**config.mk**
```make
export PLATFORM = sky130hd
export DESIGN_NAME = ac_load_firing_pattern
export DESIGN_NICKNAME = d
export VERILOG_FILES = /design/src/hw/ac_fire_pkg.sv /design/src/hw/ac_load_firing_pattern.sv
export SDC_FILE = /design/constraint.sdc
export NUM_CORES = 2
export LEC_CHECK = 0
export ABC_AREA = 1
export BUFFER_PORTS_ARGS = -buffer_cell sky130_fd_sc_hd__buf_2
export CAP_MARGIN = 20
export CORE_ASPECT_RATIO = 1.5
export CORE_MARGIN = 2
export CORE_UTILIZATION = 44
export CTS_CLUSTER_DIAMETER = 50
export DETAILED_ROUTE_END_ITERATION = 8
export GPL_ROUTABILITY_DRIVEN = 0
export PLACE_DENSITY_LB_ADDON = 0.3
export SYNTH_ARGS = -nofsm -noshare
export SYNTH_HDL_FRONTEND = slang
export SYNTH_SLANG_ARGS = --single-unit
```
**constraint.sdc**
```tcl
create_clock -name MCLK -period 25.8 [get_ports MCLK]
set_clock_uncertainty 0.15 [all_clocks]
set_input_delay 5.16 -clock MCLK [delete_from_list [all_inputs] [get_ports MCLK]]
set_output_delay 5.16 -clock MCLK [all_outputs]
set_load 0.005 [all_outputs]
```
**src/hw/ac_fire_pkg.sv**
```systemverilog
// constants and types shared by the firing-pattern generator
package ac_fire_pkg;
  // ****************************************
  // register map (byte addresses)
  // ****************************************
  localparam logic [7:0] OFS_CTRL   = 8'h00;
  localparam logic [7:0] OFS_SETPT  = 8'h04;
  localparam logic [7:0] OFS_TBASE  = 8'h08;
  localparam logic [7:0] OFS_MINCYC = 8'h0c;
  localparam logic [7:0] OFS_RAMP   = 8'h10;
  localparam logic [7:0] OFS_STATUS = 8'h14;

  // ****************************************
  // field positions
  // ****************************************
  localparam int CTRL_FIRE_LSB = 0;
  localparam int CTRL_FB_BIT   = 2;
  localparam int CTRL_DI1_LSB  = 4;
  localparam int CTRL_DI2_LSB  = 6;
  localparam int ST_EFF_LSB    = 8;
  localparam int ST_TP_LSB     = 16;

  // ****************************************
  // reset values
  // ****************************************
  localparam logic [31:0] CTRL_RST   = 32'h0000_0000;
  localparam logic [31:0] SETPT_RST  = 32'h0000_0000;
  localparam logic [31:0] TBASE_RST  = 32'h0000_0258;
  localparam logic [31:0] MINCYC_RST = 32'h0000_0001;
  localparam logic [31:0] RAMP_RST   = 32'h0000_0000;

  // ****************************************
  // encodings
  // ****************************************
  localparam logic [6:0] PCT_FULL    = 7'h64;
  localparam logic [1:0] DI_NONE     = 2'h0;
  localparam logic [1:0] DI_ENABLE   = 2'h1;
  localparam logic [1:0] DI_PHASE    = 2'h2;
  localparam logic [1:0] RESP_OKAY   = 2'h0;
  localparam logic [1:0] RESP_SLVERR = 2'h2;

  typedef enum logic [1:0] {FIRE_TPROP, FIRE_SINGLE, FIRE_BURST, FIRE_RAMP} fire_t;
endpackage

```
**src/hw/ac_load_firing_pattern.sv**
```systemverilog
// zero-cross and phase-angle firing-pattern generator with an axi4-lite register port
`timescale 1ns/1ps

// Behaviour
// RULE1: the firing field picks time-proportioned, single, burst or ramped burst output.
// RULE2: time-proportioned output changes only at line zero crossings.
// RULE3: time-proportioned output is on for demand share of the time base, then off.
// RULE4: the time base length comes from the time-base register, in line cycles.
// RULE5: a demand of 100 percent keeps the output on without gaps.
// RULE6: contactor use turns power on while the enable input is high.
// RULE7: enable changes reach the load only at the next zero crossing.
// RULE8: in contactor use the outside controller does its own time proportioning.
// RULE9: with feedback off the loop demand input is ignored entirely.
// RULE10: the current-limit input always caps the demand, contactor use included.
// RULE11: contactor use is time-proportioned, no feedback, input one enable, set point 100.
// RULE12: single-cycle output may switch at every line cycle, at zero crossings only.
// RULE13: the count of on cycles follows the demand.
// RULE14: single-cycle gives one in four, one in two, three in four.
// RULE15: burst runs on and off last at least the minimum cycle count.
// RULE16: with four minimum cycles burst gives 4/16, 4/8 and 12/16.
// RULE17: ramped burst phase-fires the first programmed half cycles of each burst.
// RULE18: a six half-cycle ramp takes three cycles of every four-cycle burst.
// RULE19: at full demand the ramp runs once, then output stays on.
// RULE20: an input with enable role gates output; input two wins when both have it.
// RULE21: phase firing conducts the tail of each half cycle in proportion to demand.
// RULE22: an input with phase role forces phase firing while it is on.
// RULE23: on cycles are spread evenly by an accumulator stepped per block.
// RULE24: the ramp fires earlier each half cycle and ends at full conduction.
// RULE25: time-proportioned intervals are whole line cycles between zero crossings.
module ac_load_firing_pattern (
  input  wire logic        MCLK,     // system clock, 200 mhz
  input  wire logic        ARST_N,   // asynchronous reset, active low
  input  wire logic        CE,       // clock enable, freezes all state when low
  input  wire logic        ZC,       // one-cycle pulse at each line zero crossing
  input  wire logic        DIN1,     // digital input one
  input  wire logic        DIN2,     // digital input two
  input  wire logic [6:0]  LOOP_PCT, // demand from the power loop, percent
  input  wire logic [6:0]  CLIM_PCT, // ceiling from the current-limit loop, percent
  output logic             GATE_ON,  // load switch command
  input  wire logic [7:0]  AWADDR,   // write address
  input  wire logic        AWVALID,  // write address valid
  output logic             AWREADY,  // write address ready
  input  wire logic [31:0] WDATA,    // write data
  input  wire logic [3:0]  WSTRB,    // write byte strobes
  input  wire logic        WVALID,   // write data valid
  output logic             WREADY,   // write data ready
  output logic [1:0]       BRESP,    // write response
  output logic             BVALID,   // write response valid
  input  wire logic        BREADY,   // write response ready
  input  wire logic [7:0]  ARADDR,   // read address
  input  wire logic        ARVALID,  // read address valid
  output logic             ARREADY,  // read address ready
  output logic [31:0]      RDATA,    // read data
  output logic [1:0]       RRESP,    // read response
  output logic             RVALID,   // read data valid
  input  wire logic        RREADY    // read data ready
);
  // ****************************************
  // helpers
  // ****************************************
  function automatic logic [6:0] pct_clip(input logic [6:0] v);
    return (v > ac_fire_pkg::PCT_FULL) ? ac_fire_pkg::PCT_FULL : v;
  endfunction

  // true once cnt/per has reached num/den of the half cycle
  function automatic logic fire_due(input logic [23:0] cnt, input logic [23:0] per,
                                    input logic [8:0] num, input logic [8:0] den);
    return ({9'h0, cnt} * {24'h0, den}) >= ({9'h0, per} * {24'h0, num});
  endfunction

  function automatic logic [31:0] merge(input logic [31:0] old, input logic [31:0] nw,
                                        input logic [3:0] strb);
    logic [31:0] r;
    r = old;
    for (int i = 0; i < 4; i++) begin
      if (strb[i]) begin
        r[i*8 +: 8] = nw[i*8 +: 8];
      end
    end
    return r;
  endfunction

  // ****************************************
  // registers and state
  // ****************************************
  logic [31:0]        ctrl_r, setpt_r, tbase_r, mincyc_r, ramp_r;
  logic               awready_r, wready_r, bvalid_r, arready_r, rvalid_r;
  logic [1:0]         bresp_r, rresp_r;
  logic [31:0]        rdata_r, wdata_r;
  logic [3:0]         wstrb_r;
  logic [7:0]         awaddr_r;
  logic               aw_have_r, w_have_r;
  logic               half_r, zc_on_r, gate_r, en_r, ramping_r;
  logic [15:0]        tp_cnt_r;
  logic [6:0]         acc_r;
  logic [7:0]         blk_cnt_r, ramp_k_r;
  logic [23:0]        hp_cnt_r, hp_per_r;

  ac_fire_pkg::fire_t mode;
  logic               zc_ev, cyc_ev, en_now, pa_in, pat_nxt, ramp_go, ramp_nxt, wr_go;
  logic [6:0]         dem_src, eff, acc_nxt, clim;
  logic [7:0]         minc, blk_nxt, ramp_len, sum;
  logic [15:0]        tb;
  logic [1:0]         di1_fn, di2_fn;

  assign mode     = ac_fire_pkg::fire_t'(ctrl_r[ac_fire_pkg::CTRL_FIRE_LSB +: 2]); // [RULE1]
  assign di1_fn   = ctrl_r[ac_fire_pkg::CTRL_DI1_LSB +: 2];
  assign di2_fn   = ctrl_r[ac_fire_pkg::CTRL_DI2_LSB +: 2];
  assign ramp_len = ramp_r[7:0];
  assign zc_ev    = CE && ZC;
  assign cyc_ev   = zc_ev && half_r; // a line cycle ends on every second crossing
  assign wr_go    = CE && aw_have_r && w_have_r && !bvalid_r;

  // ****************************************
  // demand, enable and override
  // ****************************************
  always_comb begin
    // loop demand is only used when feedback is on, so contactor use ignores it
    dem_src = ctrl_r[ac_fire_pkg::CTRL_FB_BIT] ? LOOP_PCT : setpt_r[6:0]; // [RULE9] [RULE11]
    clim    = pct_clip(CLIM_PCT);
    eff     = pct_clip(dem_src);
    if (clim < eff) begin
      eff = clim; // [RULE10]
    end
    en_now = 1'b1;
    if (di2_fn == ac_fire_pkg::DI_ENABLE) begin
      en_now = DIN2; // [RULE20] [RULE6]
    end else if (di1_fn == ac_fire_pkg::DI_ENABLE) begin
      en_now = DIN1; // [RULE20] [RULE6] [RULE8]
    end
    pa_in = (di1_fn == ac_fire_pkg::DI_PHASE && DIN1) ||
            (di2_fn == ac_fire_pkg::DI_PHASE && DIN2); // [RULE22]
    tb   = (tbase_r[15:0] == 16'h0) ? 16'h1 : tbase_r[15:0]; // [RULE4]
    minc = (mode == ac_fire_pkg::FIRE_SINGLE || mincyc_r[7:0] == 8'h0) ? 8'h1
         : mincyc_r[7:0]; // [RULE14]
  end

  // ****************************************
  // pattern decision at each line-cycle boundary
  // ****************************************
  always_comb begin
    pat_nxt = zc_on_r;
    acc_nxt = acc_r;
    blk_nxt = blk_cnt_r;
    ramp_go = 1'b0;
    sum     = {1'b0, acc_r} + {1'b0, eff};
    if (cyc_ev) begin
      if (mode == ac_fire_pkg::FIRE_TPROP) begin
        // the window is counted in whole line cycles of the time base
        pat_nxt = (eff == ac_fire_pkg::PCT_FULL) ||
                  (({8'h0, tp_cnt_r} * {17'h0, ac_fire_pkg::PCT_FULL}) <
                   ({17'h0, eff} * {8'h0, tb})); // [RULE3] [RULE5] [RULE25]
      end else if (blk_cnt_r == 8'h0) begin
        // one decision per block of minc cycles keeps every run at least minc long
        pat_nxt = (sum >= {1'b0, ac_fire_pkg::PCT_FULL}); // [RULE13] [RULE23] [RULE5]
        acc_nxt = pat_nxt ? 7'(sum - {1'b0, ac_fire_pkg::PCT_FULL}) : sum[6:0];
        blk_nxt = (minc > 8'h1) ? 8'h1 : 8'h0; // [RULE15] [RULE16]
        ramp_go = (mode == ac_fire_pkg::FIRE_RAMP) && pat_nxt && !zc_on_r &&
                  (ramp_len != 8'h0); // [RULE17] [RULE19]
      end else begin
        blk_nxt = ((blk_cnt_r + 8'h1) >= minc) ? 8'h0 : blk_cnt_r + 8'h1; // [RULE15]
      end
    end
    ramp_nxt = ramp_go;
    if (!ramp_go && ramping_r) begin
      ramp_nxt = zc_ev ? (((ramp_k_r + 8'h1) < ramp_len) && pat_nxt) : 1'b1; // [RULE18]
    end
  end

  // ****************************************
  // line timing
  // ****************************************
  always_ff @(posedge MCLK or negedge ARST_N) begin
    if (!ARST_N) begin
      half_r   <= 1'b0;
      hp_cnt_r <= 24'h0;
      hp_per_r <= 24'h0;
    end else if (CE) begin
      if (ZC) begin
        half_r   <= !half_r;
        hp_per_r <= hp_cnt_r;
        hp_cnt_r <= 24'h0;
      end else if (hp_cnt_r != 24'hff_ffff) begin
        hp_cnt_r <= hp_cnt_r + 24'h1;
      end
    end
  end

  // ****************************************
  // pattern state
  // ****************************************
  always_ff @(posedge MCLK or negedge ARST_N) begin
    if (!ARST_N) begin
      tp_cnt_r  <= 16'h0;
      zc_on_r   <= 1'b0;
      acc_r     <= 7'h0;
      blk_cnt_r <= 8'h0;
      ramping_r <= 1'b0;
      ramp_k_r  <= 8'h0;
    end else if (CE) begin
      zc_on_r   <= pat_nxt;
      acc_r     <= acc_nxt;
      blk_cnt_r <= blk_nxt;
      ramping_r <= ramp_nxt;
      if (cyc_ev) begin
        tp_cnt_r <= ((tp_cnt_r + 16'h1) >= tb) ? 16'h0 : tp_cnt_r + 16'h1; // [RULE3] [RULE4]
      end
      if (ramp_go) begin
        ramp_k_r <= 8'h0;
      end else if (zc_ev && ramping_r) begin
        ramp_k_r <= ramp_k_r + 8'h1; // [RULE24]
      end
    end
  end

  // ****************************************
  // gate drive
  // ****************************************
  always_ff @(posedge MCLK or negedge ARST_N) begin
    if (!ARST_N) begin
      gate_r <= 1'b0;
      en_r   <= 1'b0;
    end else if (CE) begin
      if (ZC) begin
        en_r <= en_now; // [RULE7]
        if (pa_in) begin
          gate_r <= en_now && (eff == ac_fire_pkg::PCT_FULL); // [RULE21]
        end else if (ramp_nxt) begin
          gate_r <= 1'b0; // [RULE17]
        end else begin
          gate_r <= pat_nxt && en_now; // [RULE2] [RULE7] [RULE12] [RULE20]
        end
      end else if (!gate_r && en_r) begin
        // a thyristor latches until the next crossing, so only the turn-on is timed
        if (pa_in) begin
          gate_r <= (eff != 7'h0) && fire_due(hp_cnt_r, hp_per_r,
                    {2'h0, 7'(ac_fire_pkg::PCT_FULL - eff)},
                    {2'h0, ac_fire_pkg::PCT_FULL}); // [RULE21] [RULE22]
        end else if (ramping_r) begin
          gate_r <= fire_due(hp_cnt_r, hp_per_r, {1'b0, 8'(ramp_len - 8'h1 - ramp_k_r)},
                             {1'b0, ramp_len}); // [RULE24] [RULE17]
        end
      end
    end
  end
  assign GATE_ON = gate_r;

  // ****************************************
  // axi4-lite slave
  // ****************************************
  always_ff @(posedge MCLK or negedge ARST_N) begin
    if (!ARST_N) begin
      awready_r <= 1'b1;
      wready_r  <= 1'b1;
      aw_have_r <= 1'b0;
      w_have_r  <= 1'b0;
      awaddr_r  <= 8'h0;
      wdata_r   <= 32'h0;
      wstrb_r   <= 4'h0;
      bvalid_r  <= 1'b0;
      bresp_r   <= ac_fire_pkg::RESP_OKAY;
    end else if (CE) begin
      if (AWVALID && awready_r) begin
        aw_have_r <= 1'b1;
        awaddr_r  <= AWADDR;
        awready_r <= 1'b0;
      end
      if (WVALID && wready_r) begin
        w_have_r <= 1'b1;
        wdata_r  <= WDATA;
        wstrb_r  <= WSTRB;
        wready_r <= 1'b0;
      end
      if (wr_go) begin
        aw_have_r <= 1'b0;
        w_have_r  <= 1'b0;
        bvalid_r  <= 1'b1;
        bresp_r   <= (awaddr_r[1:0] == 2'h0 && awaddr_r <= ac_fire_pkg::OFS_STATUS)
                   ? ac_fire_pkg::RESP_OKAY : ac_fire_pkg::RESP_SLVERR;
      end
      if (bvalid_r && BREADY) begin
        bvalid_r  <= 1'b0;
        awready_r <= 1'b1;
        wready_r  <= 1'b1;
      end
    end
  end

  always_ff @(posedge MCLK or negedge ARST_N) begin
    if (!ARST_N) begin
      ctrl_r   <= ac_fire_pkg::CTRL_RST;
      setpt_r  <= ac_fire_pkg::SETPT_RST;
      tbase_r  <= ac_fire_pkg::TBASE_RST;
      mincyc_r <= ac_fire_pkg::MINCYC_RST;
      ramp_r   <= ac_fire_pkg::RAMP_RST;
    end else if (wr_go) begin
      case (awaddr_r)
        ac_fire_pkg::OFS_CTRL:   ctrl_r   <= merge(ctrl_r, wdata_r, wstrb_r) & 32'h0000_00f7;
        ac_fire_pkg::OFS_SETPT:  setpt_r  <= merge(setpt_r, wdata_r, wstrb_r) & 32'h0000_007f;
        ac_fire_pkg::OFS_TBASE:  tbase_r  <= merge(tbase_r, wdata_r, wstrb_r) & 32'h0000_ffff;
        ac_fire_pkg::OFS_MINCYC: mincyc_r <= merge(mincyc_r, wdata_r, wstrb_r) & 32'h0000_00ff;
        ac_fire_pkg::OFS_RAMP:   ramp_r   <= merge(ramp_r, wdata_r, wstrb_r) & 32'h0000_00ff;
        default: ;
      endcase
    end
  end

  always_ff @(posedge MCLK or negedge ARST_N) begin
    if (!ARST_N) begin
      arready_r <= 1'b1;
      rvalid_r  <= 1'b0;
      rdata_r   <= 32'h0;
      rresp_r   <= ac_fire_pkg::RESP_OKAY;
    end else if (CE) begin
      if (ARVALID && arready_r) begin
        arready_r <= 1'b0;
        rvalid_r  <= 1'b1;
        rresp_r   <= ac_fire_pkg::RESP_OKAY;
        case (ARADDR)
          ac_fire_pkg::OFS_CTRL:   rdata_r <= ctrl_r;
          ac_fire_pkg::OFS_SETPT:  rdata_r <= setpt_r;
          ac_fire_pkg::OFS_TBASE:  rdata_r <= tbase_r;
          ac_fire_pkg::OFS_MINCYC: rdata_r <= mincyc_r;
          ac_fire_pkg::OFS_RAMP:   rdata_r <= ramp_r;
          ac_fire_pkg::OFS_STATUS: begin
            rdata_r <= {tp_cnt_r, 1'b0, eff, 3'h0, ramping_r, pa_in, en_now, zc_on_r, gate_r};
          end
          default: begin
            rdata_r <= 32'h0;
            rresp_r <= ac_fire_pkg::RESP_SLVERR;
          end
        endcase
      end else if (rvalid_r && RREADY) begin
        rvalid_r  <= 1'b0;
        arready_r <= 1'b1;
      end
    end
  end

  assign AWREADY = awready_r;
  assign WREADY  = wready_r;
  assign BVALID  = bvalid_r;
  assign BRESP   = bresp_r;
  assign ARREADY = arready_r;
  assign RVALID  = rvalid_r;
  assign RDATA   = rdata_r;
  assign RRESP   = rresp_r;
endmodule

```
==> metrics.yaml <==
hold_ws_ns: 0.323
htree_levels: 1
cp.buffers_inverters: 10
holdPathEnd: "RDATA[26]"
crit_type: "input port to flip-flop"
end_kind: "flip-flop"
worstHoldPathType: "flip-flop to flip-flop"
num_io_pins: 119
status: "completed"
synthSimpleGateAreaFrac: 0.162
comb_power_share: 0.629
cts_root_buffer: "clkbuf_16"
area_delta_synth_final_pct: 6.32
crit_required_ns: 26.18
cp_slowest_cell: "fa_1"
regArea_sq_um: 5140
wirelength_um: 90800
grt_max_degree: 76
timing.rr.start: "ctrl_r[2]"
tightest_slew_ns: 1.06
ir_drop_mv: 0.0813
synth-xor-area-share: 0.0450
intPower_mw: 1.02
drv_cap: 0
yosysWarnings: 0
finish.utilization: 0.474
path_max_fanout: 22
ant_nets: 0
clock_path_buffers: 3
place_hpwl_um: 74100
synthArstFlopShare: 1.00
grt_first_pass_wirelength_um: 152000
cts_tree: "done"
swShare: 0.529
setup_violations: 0
initial_core_util: 0.445
synth-adder-area-share: 0.429
drc: 0
hold_start: "RDATA[26]"
synth_mux_area_frac: 0.000281
grt_pass1_vias: 30430
cts_resized: 0
power.share.clock: 0.168
fin_crit_sh: 0.573
postCtsSetupBuffers: 0
n_antenna_cell: 0
synth_area_sq_um: 35700
nNetsFinal: 5544
startpoint_type: "input port"
cts_buffers: 25
clk_latency_ns: 0.58
p_per_area_nw_per_um2: 57.2
final_common_cell: "inv_1"
synth_edf_count: 0
layout_common_cells: "inv_1, nand2_1, fa_1"
r2r_end: "GATE_ON"
cts_sinks: 205
slowest_delay_ns: 0.54
reg2regPathDepth: 60
arrival_ns: 15.15
syn_inst: 4523
grt_use_total: 0.225
drive_gt1_frac: 0.0530
p_leak_nw: 21.5
die_y_um: 353
finalWorstPathRequiredPeriod_ns: 14.78
dieArea_sq_um: 83400
yosysSeqAreaShare: 0.144
finalSetupTns_ns: 0
path_delay_family: "adder cells"
vias_per_cell: 5.21
initialDrtViolationCount: 1559
cts_hold_buf: 0
synth_cell_types: 64
power_switching_mw: 1.15
rrSetupSlack_ns: 14.96
core_sq_um: 80100
slew_viol_final: 0
port_buffers: 98
cp_common_cell: "nand2_1"
min_path_cells: 2
fill_cells: 8017
overflow: 0
vias: 29071
antenna_found_initial: 0
clk_pin_slew_worst_paths_ns: 0.07
max_freq_mhz: 67.7
multiInputGateArea_sq_um: 26200
max-slew-margin-rel: 0.290
hold_violations: 0
routedWlPerCell_um: 16.3
die_x_um: 237
ys.flop_type: "dfrtp_1"
rsz0062_at_grt: "no"
ys_seq_elements: 205
num_rows: 127
syn_avg_cell_area_sq_um: 7.89
synth_compound_area_frac: 0.0985
synth_top_family_by_area: "adder cells"
pwr-share-seq: 0.203
drtPass1Iterations: 6
==> cell families (layout without fill, tap and decap cells) <==
family,after synthesis,after routing
mux,1,1
fa+ha+maj,938,938
other cells,1,2
buf+inv,1136,1158
simple gates,1446,1446
flops,205,205
compound gates,615,615
xor+xnor,181,181
==> synth_stat cells, types with 4 or more instances <==
cell,number,share of area
o22ai_1,16,0.0028
a21oi_1,230,0.032
nor2_2,14,0.0025
o21ai_1,14,0.0020
nor3_1,22,0.0031
nand2_2,9,0.0016
dfrtp_1,197,0.14
a22oi_1,8,0.0017
a21o_1,7,0.0015
o21ai_0,215,0.030
inv_1,963,0.10
o21bai_1,7,0.0015
o211ai_1,6,0.0013
xnor2_1,63,0.015
nor2_1,350,0.037
buf_1,11,0.0012
xor2_1,117,0.029
o21ai_2,13,0.0032
nand3_1,103,0.014
nor4_1,13,0.0023
clkbuf_1,122,0.013
a21boi_0,6,0.0013
o21a_1,8,0.0017
a31oi_1,14,0.0025
nand2_1,891,0.094
ha_1,464,0.16
clkinv_1,17,0.0018
o31ai_1,20,0.0042
or2_2,7,0.0012
dfstp_2,8,0.0059
fa_1,474,0.27
inv_2,9,0.00095
o311ai_0,4,0.00098
nand4_1,31,0.0054
buf_6,4,0.0013
a211oi_1,18,0.0038
==> power groups by stage <==
stage | clock network [mW] | logic, mW | registers (mW)
6_report | 0.365 | 1.37 | 0.440
5_1_grt | 0.385 | 1.55 | 0.447
4_1_cts | 0.374 | 1.37 | 0.439
3_5_place_dp | 0 | 1.36 | 0.444
3_3_place_gp | 0 | 1.33 | 0.444
2_1_floorplan | 0 | 0.981 | 0.424
==> area by class of cell <==
type,instances,area share
multi-input cells,3183,0.692
flip-flops and latches,205,0.136
inverters,991,0.0982
well taps,1032,0.0340
repair buffers,123,0.0185
clock buffers,29,0.0174
clock inverters,15,0.00465
==> metrics by stage <==
stage / worst slack, ns / cell area (sq um) / total power [mW] / cells
floorplan: 12.01 / 35700 / 1.41 / 4524
global placement: 10.54 / 37100 / 1.78 / 5533
detailed placement: 10.47 / 37100 / 1.81 / 5533
CTS: 11.07 / 37900 / 2.18 / 5577
global route: 9.96 / 37900 / 2.38 / 5578
finish: 11.02 / 37900 / 2.17 / 5578
==> sequential cells by signal, indices dropped and copies added, names as in the netlist, 16 cells and up <==
signal,flops
wdata_r,16
RDATA,32
hp_per_r,24
tp_cnt_r,16
hp_cnt_r,24
tbase_r,16
==> worst max-delay path by stage <==
stage	cells after the start	slack, ns	from	endpoint
after global placement	61	10.54	LOOP_PCT[6]	GATE_ON
after global routing	67	9.96	LOOP_PCT[5]	GATE_ON
after floorplan	64	12.01	LOOP_PCT[6]	GATE_ON
after CTS	67	11.07	LOOP_PCT[6]	GATE_ON
after detailed placement	67	10.47	LOOP_PCT[6]	GATE_ON
final	61	11.02	LOOP_PCT[6]	GATE_ON
==> worst register-to-register path, delay by kind of cell (launching register included) <==
| family | cells | cell delay (ns) |
|---|---|---|
| buffers and inverters | 9 | 1.26 |
| XOR/XNOR | 1 | 0.17 |
| AND/OR/NAND/NOR | 31 | 3.22 |
| flip-flops | 1 | 0.55 |
| AO/OA/AOI/OAI | 11 | 2.18 |
| adder cells (fa/ha/maj) | 8 | 3.25 |
==> per-layer routing <==
metal  GRT usage  vias to the layer above  wire [um]
met5           0                        -          0
met4      0.0939                        0       4110
met3      0.0159                      180       3030
met2       0.433                      625      49100
met1       0.253                    14295      34600
li1            -                    13971          -
Note: power is estimated with default switching activity, not from simulation.
